<file path="config.mk">
export PLATFORM = sky130hd
export DESIGN_NAME = itam_top
export DESIGN_NICKNAME = d
export VERILOG_FILES = /design/src/core/itam_digit.v /design/src/core/itam_irq.v /design/src/core/itam_top.v
export VERILOG_INCLUDE_DIRS = /design/src /design/src/core
export SDC_FILE = /design/constraint.sdc
export NUM_CORES = 1
export LEC_CHECK = 0
export ABC_AREA = 1
export BUFFER_PORTS_ARGS = -buffer_cell sky130_fd_sc_hd__buf_2
export CAP_MARGIN = 25
export CORE_ASPECT_RATIO = 1.2
export CORE_MARGIN = 5
export CORE_UTILIZATION = 55
export DETAILED_ROUTE_END_ITERATION = 7
export GPL_TIMING_DRIVEN = 0
export HOLD_SLACK_MARGIN = 0.03
export PLACE_DENSITY_LB_ADDON = 0.25
export SLEW_MARGIN = 30
export SYNTH_ARGS = -nofsm -noshare
export SYNTH_HDL_FRONTEND = slang
export SYNTH_SLANG_ARGS = --single-unit
export TNS_END_PERCENT = 30
</file>
<file path="constraint.sdc">
create_clock -name clk -period 4.5 [get_ports clk]
set_clock_uncertainty 0.1 [all_clocks]
set_input_delay 0.9 -clock clk [delete_from_list [all_inputs] [get_ports clk]]
set_output_delay 0.9 -clock clk [all_outputs]
set_load 0.01 [all_outputs]
</file>
<file path="src/core/itam_map.vh">
// Constants of the interval tick and activity monitor block.
// Assumes one 125 MHz clock; included by bare name by every design file.
// Contract
// (RULE_01) Phase clock pulses go through a divide-by-four, then three cascaded decade counters.
// (RULE_02) Each interval tick sets the interval flag, once per 1000 machine cycles.
// (RULE_03) The interval chain keeps counting, never paused or reloaded, while the flag is set.
// (RULE_04) The interval flag clears only on the CPU acknowledge of the interval interrupt.
// (RULE_05) Ticks advance the two monitor decade counters only while the arm flip-flop is set.
// (RULE_06) The second monitor decade carry feeds two final stages; the last raises the alarm.
// (RULE_07) Software must run the arm instruction first; no alarm before that. The code also arms on a power-fail edge, which can raise the alarm.
// (RULE_08) Each arm instruction restarts the monitor; 200,000 idle machine cycles raise alarm and stall.
// (RULE_09) Power fail sets arm and preloads counters to expire in 100 machine cycles, then stall.
// (RULE_10) The interval flag clear comes from the priority interrupt logic beside the console clear.
// (RULE_11) The alarm state drives a console operating indicator lamp.
// (RULE_12) Reset clears counters, interval flag, arm flip-flop and alarm stages; monitor disarmed.
`ifndef ITAM_MAP_VH
`define ITAM_MAP_VH

// Counter geometry
`define ITAM_DIG_W 4
`define ITAM_PRE_MAX 4'h3
`define ITAM_DEC_MAX 4'h9
`define ITAM_ZERO 4'h0

// Power-fail preload: interval chain at 900 of 1000, monitor at 99 with stage one set
`define ITAM_PF_PRE 4'h0
`define ITAM_PF_INT_ONES 4'h0
`define ITAM_PF_INT_TENS 4'h0
`define ITAM_PF_INT_HUND 4'h9
`define ITAM_PF_MON_ONES 4'h9
`define ITAM_PF_MON_TENS 4'h9

// Priority interrupt levels for acknowledge decode
`define ITAM_LVL_W 3
`define ITAM_LVL_INTERVAL 3'h6
`define ITAM_LVL_CONSOLE 3'h7

// Register bus
`define ITAM_ADDR_W 3
`define ITAM_DATA_W 8
`define ITAM_REG_STATUS 3'h0
`define ITAM_REG_CLEAR 3'h1
`define ITAM_REG_ENABLE 3'h2
`define ITAM_REG_STATE 3'h3
`define ITAM_REG_MONCNT 3'h4
`define ITAM_REG_INTCNT 3'h5
`define ITAM_RD_ZERO 8'h00

// Interrupt event bits
`define ITAM_EV_W 3
`define ITAM_EV_TICK 0
`define ITAM_EV_ALARM 1
`define ITAM_EV_PFAIL 2
`define ITAM_EV_ZERO 3'h0

// State register bits
`define ITAM_ST_FLAG 0
`define ITAM_ST_ARM 1
`define ITAM_ST_STAGE1 2
`define ITAM_ST_ALARM 3

`endif

</file>
<file path="src/core/itam_digit.v">
// One modulo counter digit with synchronous load and clear.
// Assumes step, load and clear are one-cycle levels in the clk domain.
`timescale 1ns/1ps
`include "itam_map.vh"
module itam_digit
#(
   parameter [3:0] MAXV = `ITAM_DEC_MAX
)
(
   // Clock and reset
   input wire clk,
   input wire resetn,
   // Control
   input wire step,
   input wire clear,
   input wire load,
   input wire [3:0] load_val,
   // Status
   output wire [3:0] value,
   output wire carry
);
   reg [3:0] count_ff;
   reg [3:0] nxt_count;

   assign value = count_ff;
   // Carry is combinational so a whole chain rolls over in one cycle
   assign carry = step & (count_ff == MAXV);

   // Load beats clear beats step
   always @*
   begin
      nxt_count = count_ff;
      if (load)
         nxt_count = load_val;
      else if (clear)
         nxt_count = `ITAM_ZERO;
      else if (carry)
         nxt_count = `ITAM_ZERO;
      else if (step)
         nxt_count = count_ff + 4'h1;
   end

   // Counter state
   always @(posedge clk or negedge resetn)
   begin
      if (!resetn)
         count_ff <= `ITAM_ZERO;
      else
         count_ff <= nxt_count;
   end
endmodule

</file>
<file path="src/core/itam_irq.v">
// Sticky interrupt status with enable mask and write-one-to-clear.
// Assumes write strobes are single cycles from the register decode.
`timescale 1ns/1ps
`include "itam_map.vh"
module itam_irq
(
   // Clock and reset
   input wire clk,
   input wire resetn,
   // Events
   input wire [2:0] events,
   // Software access
   input wire clear_wr,
   input wire enable_wr,
   input wire [2:0] wdata,
   // Results
   output wire [2:0] status,
   output wire [2:0] enable,
   output wire irq
);
   reg [2:0] status_ff;
   reg [2:0] enable_ff;
   reg [2:0] nxt_status;

   assign status = status_ff;
   assign enable = enable_ff;
   assign irq = |(status_ff & enable_ff);

   // Set wins over clear so an event in the clearing cycle is kept
   always @*
   begin
      nxt_status = status_ff;
      if (clear_wr)
         nxt_status = nxt_status & ~wdata;
      nxt_status = nxt_status | events;
   end

   // Status and mask
   always @(posedge clk or negedge resetn)
   begin
      if (!resetn)
      begin
         status_ff <= `ITAM_EV_ZERO;
         enable_ff <= `ITAM_EV_ZERO;
      end
      else
      begin
         status_ff <= nxt_status;
         if (enable_wr)
            enable_ff <= wdata;
      end
   end
endmodule

</file>
<file path="src/core/itam_top.v">
// Interval tick generator, interval interrupt flag and activity monitor.
// Assumes phase_one_clock is a one-cycle pulse per processor phase, four per
// machine cycle, and that CPU-side strobes are synchronous single-cycle pulses.
// The register port never stalls; read data stands one cycle after the strobe.
// The monitor stays disarmed out of reset until an arm instruction or a power fail.
`timescale 1ns/1ps
`include "itam_map.vh"
module itam_top
(
   // Clock and reset
   input wire clk,
   input wire resetn,
   // Processor timing
   input wire phase_one_clock,
   // CPU instruction sequencer
   input wire monitor_arm_instruction,
   input wire power_fail,
   // Priority interrupt acknowledge
   input wire intr_ack,
   input wire [2:0] ack_level,
   // Register port
   input wire [2:0] reg_addr,
   input wire [7:0] reg_wdata,
   input wire reg_write,
   input wire reg_read,
   output wire [7:0] reg_rdata,
   // Interval outputs
   output wire interval_tick_pulse,
   output wire interval_flag,
   output wire interval_flag_clear,
   output wire console_flag_clear,
   // Monitor outputs
   output wire activity_monitor_alarm,
   output wire cpu_stall,
   output wire alarm_lamp,
   // Interrupt to software
   output wire irq
);
   // Interval chain wires
   wire [3:0] pre_val;
   wire [3:0] int_ones;
   wire [3:0] int_tens;
   wire [3:0] int_hund;
   wire pre_carry;
   wire ones_carry;
   wire tens_carry;
   wire tick;
   // Tick is combinational; interval_tick_pulse is its registered copy

   // Monitor chain wires
   wire [3:0] mon_ones;
   wire [3:0] mon_tens;
   wire mon_step;
   wire mon_ones_carry;
   // Carry out of the second monitor decade, one per 100 armed ticks
   wire mon_carry;

   // Power-fail edge and interrupt wires
   wire pf_edge;
   wire [2:0] irq_status;
   wire [2:0] irq_enable;
   wire [2:0] events;
   wire clear_wr;
   wire enable_wr;

   // State flops
   reg flag_ff;
   reg arm_ff;
   reg stage1_ff;
   reg alarm_ff;
   reg pf_last_ff;
   reg tick_ff;
   reg flag_clear_ff;
   reg console_clear_ff;
   reg [7:0] rdata_ff;

   // Next values
   reg nxt_flag;
   reg nxt_arm;
   reg nxt_stage1;
   reg nxt_alarm;
   reg [7:0] nxt_rdata;
   // One-cycle strobe for the status bit, not a flip-flop
   reg alarm_event;

   // Level decode used for both acknowledge clears
   // Shared so that a level change cannot affect one clear and not the other
   function ack_match;
      input ack;
      input [2:0] level;
      input [2:0] want;
      begin
         ack_match = ack & (level == want);
      end
   endfunction

   // Power fail is taken on its rising edge only, so a held level preloads once
   // The previous-level flop clears in reset, so a level already high at release
   // still preloads once on the first edge
   assign pf_edge = power_fail & ~pf_last_ff;

   // Each digit's carry is combinational, so the whole chain rolls over on one
   // edge and the tick lands in the cycle of the 4000th phase pulse
   // Divide-by-four prescaler on the phase clock; never reloaded by the flag [RULE_01] [RULE_03]
   itam_digit #(.MAXV(`ITAM_PRE_MAX)) u_pre
   (
      .clk(clk),
      .resetn(resetn),
      .step(phase_one_clock),
      .clear(1'b0),
      .load(pf_edge),
      .load_val(`ITAM_PF_PRE),
      .value(pre_val),
      .carry(pre_carry)
   );

   // First interval decade [RULE_01]
   itam_digit #(.MAXV(`ITAM_DEC_MAX)) u_int_ones
   (
      .clk(clk),
      .resetn(resetn),
      .step(pre_carry),
      .clear(1'b0),
      .load(pf_edge),
      .load_val(`ITAM_PF_INT_ONES),
      .value(int_ones),
      .carry(ones_carry)
   );

   // Second interval decade [RULE_01]
   // Rolls over only on the ones carry, within the same cycle
   itam_digit #(.MAXV(`ITAM_DEC_MAX)) u_int_tens
   (
      .clk(clk),
      .resetn(resetn),
      .step(ones_carry),
      .clear(1'b0),
      .load(pf_edge),
      .load_val(`ITAM_PF_INT_TENS),
      .value(int_tens),
      .carry(tens_carry)
   );

   // Loaded to nine on power fail, leaving 400 phase pulses to the next tick
   // Third interval decade; its carry is the interval tick [RULE_01] [RULE_09]
   itam_digit #(.MAXV(`ITAM_DEC_MAX)) u_int_hund
   (
      .clk(clk),
      .resetn(resetn),
      .step(tens_carry),
      .clear(1'b0),
      .load(pf_edge),
      .load_val(`ITAM_PF_INT_HUND),
      .value(int_hund),
      .carry(tick)
   );

   // Gating the step rather than the clock keeps one clock domain; an unarmed
   // monitor sits at zero and can never carry into the alarm stages
   // Monitor counts ticks only while armed [RULE_05] [RULE_07]
   assign mon_step = tick & arm_ff;

   // Clear beats step, so a re-arm in a tick cycle still restarts from zero
   // and the count never includes that tick
   // First monitor decade; an arm instruction restarts it [RULE_08]
   itam_digit #(.MAXV(`ITAM_DEC_MAX)) u_mon_ones
   (
      .clk(clk),
      .resetn(resetn),
      .step(mon_step),
      .clear(monitor_arm_instruction),
      .load(pf_edge),
      .load_val(`ITAM_PF_MON_ONES),
      .value(mon_ones),
      .carry(mon_ones_carry)
   );

   // Second monitor decade [RULE_05] [RULE_08]
   // Its carry feeds the two alarm stages
   itam_digit #(.MAXV(`ITAM_DEC_MAX)) u_mon_tens
   (
      .clk(clk),
      .resetn(resetn),
      .step(mon_ones_carry),
      .clear(monitor_arm_instruction),
      .load(pf_edge),
      .load_val(`ITAM_PF_MON_TENS),
      .value(mon_tens),
      .carry(mon_carry)
   );

   // The clear is registered, so the flag drops two cycles after the
   // acknowledge; the interrupt stays visible through the whole entry
   // Interval flag: tick sets it, only the interval acknowledge clears it [RULE_02] [RULE_04]
   always @*
   begin
      nxt_flag = flag_ff;
      if (flag_clear_ff)
         nxt_flag = 1'b0;
      // A tick in the clearing cycle wins
      if (tick)
         nxt_flag = 1'b1;
   end

   // Arm flip-flop and final alarm stages
   always @*
   begin
      nxt_arm = arm_ff;
      nxt_stage1 = stage1_ff;
      nxt_alarm = alarm_ff;
      alarm_event = 1'b0;
      // Priority: power fail, then arm instruction, then the monitor carry.
      // Power fail beats arm so that an arm instruction in the same
      // cycle as the power-fail edge cannot cancel the preload.
      if (pf_edge)
      begin
         // Preload so the next tick carries into the last stage [RULE_09]
         nxt_arm = 1'b1;
         nxt_stage1 = 1'b1;
         nxt_alarm = 1'b0;
      end
      else if (monitor_arm_instruction)
      begin
         // Re-arm restarts the whole timeout [RULE_08]
         nxt_arm = 1'b1;
         nxt_stage1 = 1'b0;
         nxt_alarm = 1'b0;
      end
      else if (mon_carry)
      begin
         // Two carries of 100 ticks each reach the alarm [RULE_06] [RULE_08]
         if (stage1_ff)
         begin
            nxt_alarm = 1'b1;
            alarm_event = ~alarm_ff;
         end
         nxt_stage1 = 1'b1;
      end
   end

   // Control state; reset leaves the monitor disarmed [RULE_12]
   // The reset branch loads constants only, so every flop clears together
   always @(posedge clk or negedge resetn)
   begin
      if (!resetn)
      begin
         flag_ff <= 1'b0;
         arm_ff <= 1'b0;
         stage1_ff <= 1'b0;
         alarm_ff <= 1'b0;
         pf_last_ff <= 1'b0;
         tick_ff <= 1'b0;
      end
      else
      begin
         flag_ff <= nxt_flag;
         arm_ff <= nxt_arm;
         stage1_ff <= nxt_stage1;
         alarm_ff <= nxt_alarm;
         pf_last_ff <= power_fail;
         tick_ff <= tick;
      end
   end

   // Acknowledge decode for interval and console flags [RULE_10]
   // Registering the decode keeps the acknowledge path short; the one-cycle
   // delay is harmless because the flag holds until the clear pulse
   always @(posedge clk or negedge resetn)
   begin
      if (!resetn)
      begin
         flag_clear_ff <= 1'b0;
         console_clear_ff <= 1'b0;
      end
      else
      begin
         flag_clear_ff <= ack_match(intr_ack, ack_level, `ITAM_LVL_INTERVAL); // [RULE_10]
         console_clear_ff <= ack_match(intr_ack, ack_level, `ITAM_LVL_CONSOLE);
      end
   end

   // Software interrupt events
   // Each event is a one-cycle pulse, so a status bit is set once per event;
   // the alarm event fires on the rising alarm only, not while it stands
   assign events = {pf_edge, alarm_event, tick};
   assign clear_wr = reg_write & (reg_addr == `ITAM_REG_CLEAR);
   assign enable_wr = reg_write & (reg_addr == `ITAM_REG_ENABLE);

   // Sticky status, mask and level interrupt line
   // Set wins over a software clear in the same cycle
   itam_irq u_irq
   (
      .clk(clk),
      .resetn(resetn),
      .events(events),
      .clear_wr(clear_wr),
      .enable_wr(enable_wr),
      .wdata(reg_wdata[2:0]),
      .status(irq_status),
      .enable(irq_enable),
      .irq(irq)
   );

   // Read mux; unmapped and write-only addresses read zero
   // Counter reads are a snapshot; the chain keeps running, so software
   // should treat the digits as approximate
   always @*
   begin
      nxt_rdata = `ITAM_RD_ZERO;
      if (reg_addr == `ITAM_REG_STATUS)
         nxt_rdata = {5'h00, irq_status};
      else if (reg_addr == `ITAM_REG_ENABLE)
         nxt_rdata = {5'h00, irq_enable};
      else if (reg_addr == `ITAM_REG_STATE)
         nxt_rdata = {4'h0, alarm_ff, stage1_ff, arm_ff, flag_ff};
      else if (reg_addr == `ITAM_REG_MONCNT)
         nxt_rdata = {mon_tens, mon_ones};
      else if (reg_addr == `ITAM_REG_INTCNT)
         nxt_rdata = {int_hund, int_tens};
   end

   // Read data stands only in the cycle after the strobe
   // Zero outside the answer cycle so a stale word never looks valid
   always @(posedge clk or negedge resetn)
   begin
      if (!resetn)
         rdata_ff <= `ITAM_RD_ZERO;
      else if (reg_read)
         rdata_ff <= nxt_rdata;
      else
         rdata_ff <= `ITAM_RD_ZERO;
   end

   // Outputs
   // Alarm, stall and lamp share one flop so they can never disagree
   assign reg_rdata = rdata_ff;
   assign interval_tick_pulse = tick_ff;
   assign interval_flag = flag_ff;
   assign interval_flag_clear = flag_clear_ff;
   assign console_flag_clear = console_clear_ff;
   assign activity_monitor_alarm = alarm_ff;
   assign cpu_stall = alarm_ff; // Stall holds until re-arm, a power-fail edge or reset [RULE_08]
   assign alarm_lamp = alarm_ff; // [RULE_11]
endmodule

</file>
# Word-level counts from Yosys, hierarchy flattened
# Index checks and enable logic that the tools add are counted.
# Widths: inputs -> output; s select.
# classes
add_sub_neg	6
n_eq_ne	13
n_mux	42
bitwise_logic	18
reduce_logical	13
# op_table
op	n
$mux 4	20
$mux 8	6
$add 4x1->4 const B	6
$eq 4x4->1 const B	5
$reduce_bool 3->1	6
$mux 1	15
$and 1x1->1	12
$eq 3x3->1 const B	4
$reduce_bool 4->1	2
$and 3x3->3	2
$eq 3x2->1 const B	2
$eq 4x2->1 const B	1
$reduce_bool 2->1	2
$eq 3x1->1 const B	1
$logic_not 3->1	1
$mux 3	1
$not 3->3	1
$or 3x3->3	1
$reduce_or 3->1	1
$not 1->1	2
$reduce_and 2->1	1
# totals
regBits	46
out_inout_bits	16
word_cells	109

# Longest topological paths before layout
# depth
depth_word	12
ltp_mapped	12

# Hierarchy
# A second synthesis with hierarchy kept.
# hier_totals
hier_cells	367
area_unflattened_um2	2811.4
# modules_own_cells
mod	n_inst	cells_per_inst	area_each_um2	seq_area_each_um2
itam_digit at u_int_hund ...	5	40	291.5	100.1
itam_top	1	97	814.5	400.4
itam_digit at u_pre	1	39	290.3	100.1
itam_irq	1	31	249.0	150.1

# Least setup slack after synthesis
# No wires, ideal clock.
# synth_path
path_type	input to register
from	in power_fail
to	reg u_int_tens.count_ff[3] (netlist: u_int_tens.value[3])
setup_time_ns	0.122
arrival_ns	1.762
t_required_ns	4.278
setup_slack_ns	2.516
stages	7
path_buffers	0
path_cell_list	inv_1 -> nor2_4 -> clkinv_1 -> nand2_1 -> nand4_1 -> o21ai_1 -> a21oi_1
# synth_via
elab_chain_cells	2
# synth_rtl
item	line	rtl
start, declared	itam_top.v:17	input wire power_fail,
$and 1x1->1 *	itam_top.v:100	assign pf_edge = power_fail & ~pf_last_ff;
$reduce_bool 3->1 (no source line) or $mux 4 (tied branches)	n/a	
end signal, assigned	itam_digit.v:47	count_ff <= `ITAM_ZERO;
end signal, assigned	itam_digit.v:49	count_ff <= nxt_count;
end, declared	itam_digit.v:22	reg [3:0] count_ff;
# Mark *: on every way between the ends. The rest lies on a longest branch, timed or not.
# A chain may end at the register's enable or synchronous reset.

# Worst setup path in the final report
# Same ends and word-level chain as after synthesis.

==> metrics.md <==
| Metric | Value |
|---|---|
| Sequential area share after synthesis | 0.473 |
| Post-CTS Hold Buffers | 0 |
| Reg clk slew, reported paths | 0.08 ns |
| Post-synthesis net count | 317 |
| Drt first pass iters | 4 |
| Most frequent cells in the layout | nand2_1, dfrtp_1, inv_1 |
| Final Worst Setup Slack | 2.36 ns |
| CP Data Required Time | 4.59 ns |
| Crit. End Element | flop |
| Fin crit period | 2.14 ns |
| Pin count of the biggest net entering global routing | 47 |
| GRT Total Usage | 0.186 |
| Worst slew margin relative to its limit | 0.626 |
| Total gr overflow | 0 |
| Total Routed Length | 4960 um |
| Initial Utilization | 0.571 |
| Crit path max fanout | 9 |
| Critical path class | in2reg |
| Data arrival, critical path | 2.23 ns |
| Synth warnings | 0 |
| Final Total Pwr | 0.896 mW |
| Period utilisation layout | 0.475 |
| Die ar. | 5860 um^2 |
| Final Hold Viols | 0 |
| Fin Hold WS | 0.348 ns |
| Worst slew pin tran | 0.561 ns |
| Power Density | 323 nW/um^2 |
| Post-DP HPWL | 3740 um |
| Peak supply drop | 0.189 mV |
| Latest clock arrival within the worst-skew pair | 0.30 ns |
| N_diodes | 0 |
| CTS tree | built |
| Finish-stage setup viols | 0 |
| Nets | 356 |
| Most common cell after layout, fill and taps aside | nand2_1 |
| Max-Cap Viols | 0 |
| Startpoint types | input port |
| Most used DFF post-synth | dfrtp_1 |
| Max-slew violation count | 0 |
| Distinct cells, synth | 35 |
| Max Root-Sink Buffers | 2 |
| Die Wd | 70.7 um |
| Core Area | 4260 um^2 |
| IO Count | 38 |
| Port Buffer Count | 32 |
| GP Congestion | 0.814 |
| Number of flops mapped to enable cells by yosys | 0 |
| Site row count | 26 |
| CTS resizes | 0 |
| P_leak | 1.41 nW |
| DRC viols | 0 |
| Synth Instances | 284 |
| Share of post-route cells with drive strength above 1 | 0.204 |
| Initial drt markers | 123 |
| Outcome | complete, no violations |
| Via-per-instance ratio | 5.16 |
| Area growth syn-to-layout | 14.0% |
| Via count | 1960 |
| H-tree depth | 2 |
| Min-Delay Path Class | reg2reg |
| Syn_area_per_cell | 8.57 um^2 |
| Vias in the first global route | 2008 |
| Clock root cell | clkbuf_8 |
| CTS buffer count | 5 |
| Async SR Flop Fraction | 1.00 |
| First-pass GRT wire length | 8880 um |
| RSZ-0062 raised after global routing | no |
| Mapped Area | 2430 um^2 |
| Post-route ant nets | 0 |
| Post-Place Setup Slack | 2.05 ns |
| Yosys reg bits | 46 |
| Sum Neg Setup Slack | 0 ns |
| Average routed wire per standard cell | 13.1 um |
| Die Y | 82.9 um |
| CTS sink cnt | 46 |
| Initial antenna violation count | 0 |
| # Post-CTS Setup Buffers | 0 |
| Fmax | 468 MHz |
==> worst paths after layout <==
check / startpoint / endpoint / slack [ns] / depth (start not counted)
hold / removal: interval_flag_clear$_DFF_PN0_ / interval_flag$_DFFE_PN0P_ / 0.35 / 1
setup / recovery: power_fail / u_int_tens.value[3]$_DFFE_PN0P_ / 2.36 / 8
min in group asynchronous: resetn / u_irq.enable[0]$_DFFE_PN0P_ / 0.48 / 1
max in group asynchronous: resetn / u_int_ones.value[2]$_DFFE_PN0P_ / 3.43 / 1
hold reg to reg: interval_flag_clear$_DFF_PN0_ / interval_flag$_DFFE_PN0P_ / 0.35 / 1
setup reg to reg: u_int_tens.value[1]$_DFFE_PN0P_ / u_mon_tens.value[1]$_DFFE_PN0P_ / 2.60 / 11
==> worst max-delay path, cell delays in order <==
cell	delay, ns
buf_2	0.08
inv_1	0.05
nor2_4	0.22
clkinv_1	0.33
nand2_1	0.31
nand4_1	0.14
o21ai_1	0.14
a21oi_1	0.05
==> Yosys cell counts, types with 2 or more instances <==
master	number	area (um^2)
nand4_1	3	18.8
buf_4	2	15.0
nor3_1	2	10.0
dfrtp_1	46	1150
nand3_1	17	85.1
nor2_2	3	18.8
ha_1	11	138
o211ai_1	2	15.0
a22oi_1	2	15.0
o221ai_1	2	17.5
nor2_1	25	93.8
o21ai_0	18	90.1
nand2_1	59	221
nand2_2	5	31.3
a21oi_1	16	80.1
inv_2	3	11.3
o21ai_1	4	20.0
xor2_1	6	52.6
nor2_4	4	45.0
o22ai_1	3	18.8
inv_1	37	139
==> metal layers <==
| layer | part of all wire | track usage |
|---|---|---|
| met4 | 0.020 | 0.0735 |
| met3 | 0.052 | 0.0495 |
| met2 | 0.48 | 0.303 |
| met1 | 0.45 | 0.233 |
| met5 | 0 | 0 |
==> flip-flops by register name, summed over array words and instances (netlist names), 3 cells and up <==
register / count
reg_rdata: 8
u_int_hund.value: 4
u_int_ones.value: 4
u_int_tens.value: 4
u_irq.enable: 3
u_irq.status: 3
u_mon_ones.value: 4
u_mon_tens.value: 4
u_pre.value: 4
==> cell families (layout without fill, tap and decap cells) <==
| logic type | count (synthesis) | in the layout | synth area share |
|---|---|---|---|
| and+or+nand+nor | 126 | 126 | 0.257 |
| muxes | 1 | 1 | 0.00411 |
| xor gates and xnor gates | 6 | 6 | 0.0216 |
| DFF | 46 | 46 | 0.473 |
| AOI/OAI and AO/OA | 51 | 51 | 0.119 |
| adders and majority gates | 11 | 11 | 0.0565 |
| buffers and inverters | 43 | 83 | 0.0694 |
==> stage by stage <==
stage	cell area (um^2)	utilization	cells
after floorplan	2430	-	284
after global placement	2670	0.625	372
after detailed placement	2670	0.626	372
after CTS	2780	0.651	380
after global routing	2780	0.651	380
final	2780	0.651	380
==> cell type report <==
class                           instances  area (um^2)
Fill cell                             380         1490
Sequential cell                        46         1150
Multi-Input combinational cell        195         1110
Timing Repair Buffer                   32          163
Inverter                               41          154
Tap cell                               56         70.1
Clock buffer                            5         68.8
Clock inverter                          3         40.0
Buffer                                  2         15.0
==> report_power, final <==
group          total (mW)  internal, mW  switching (mW)
clock               0.299         0.163           0.136
combinational       0.126        0.0466          0.0790
sequential          0.471         0.442          0.0292
Note: power is estimated with default switching activity, not from simulation.
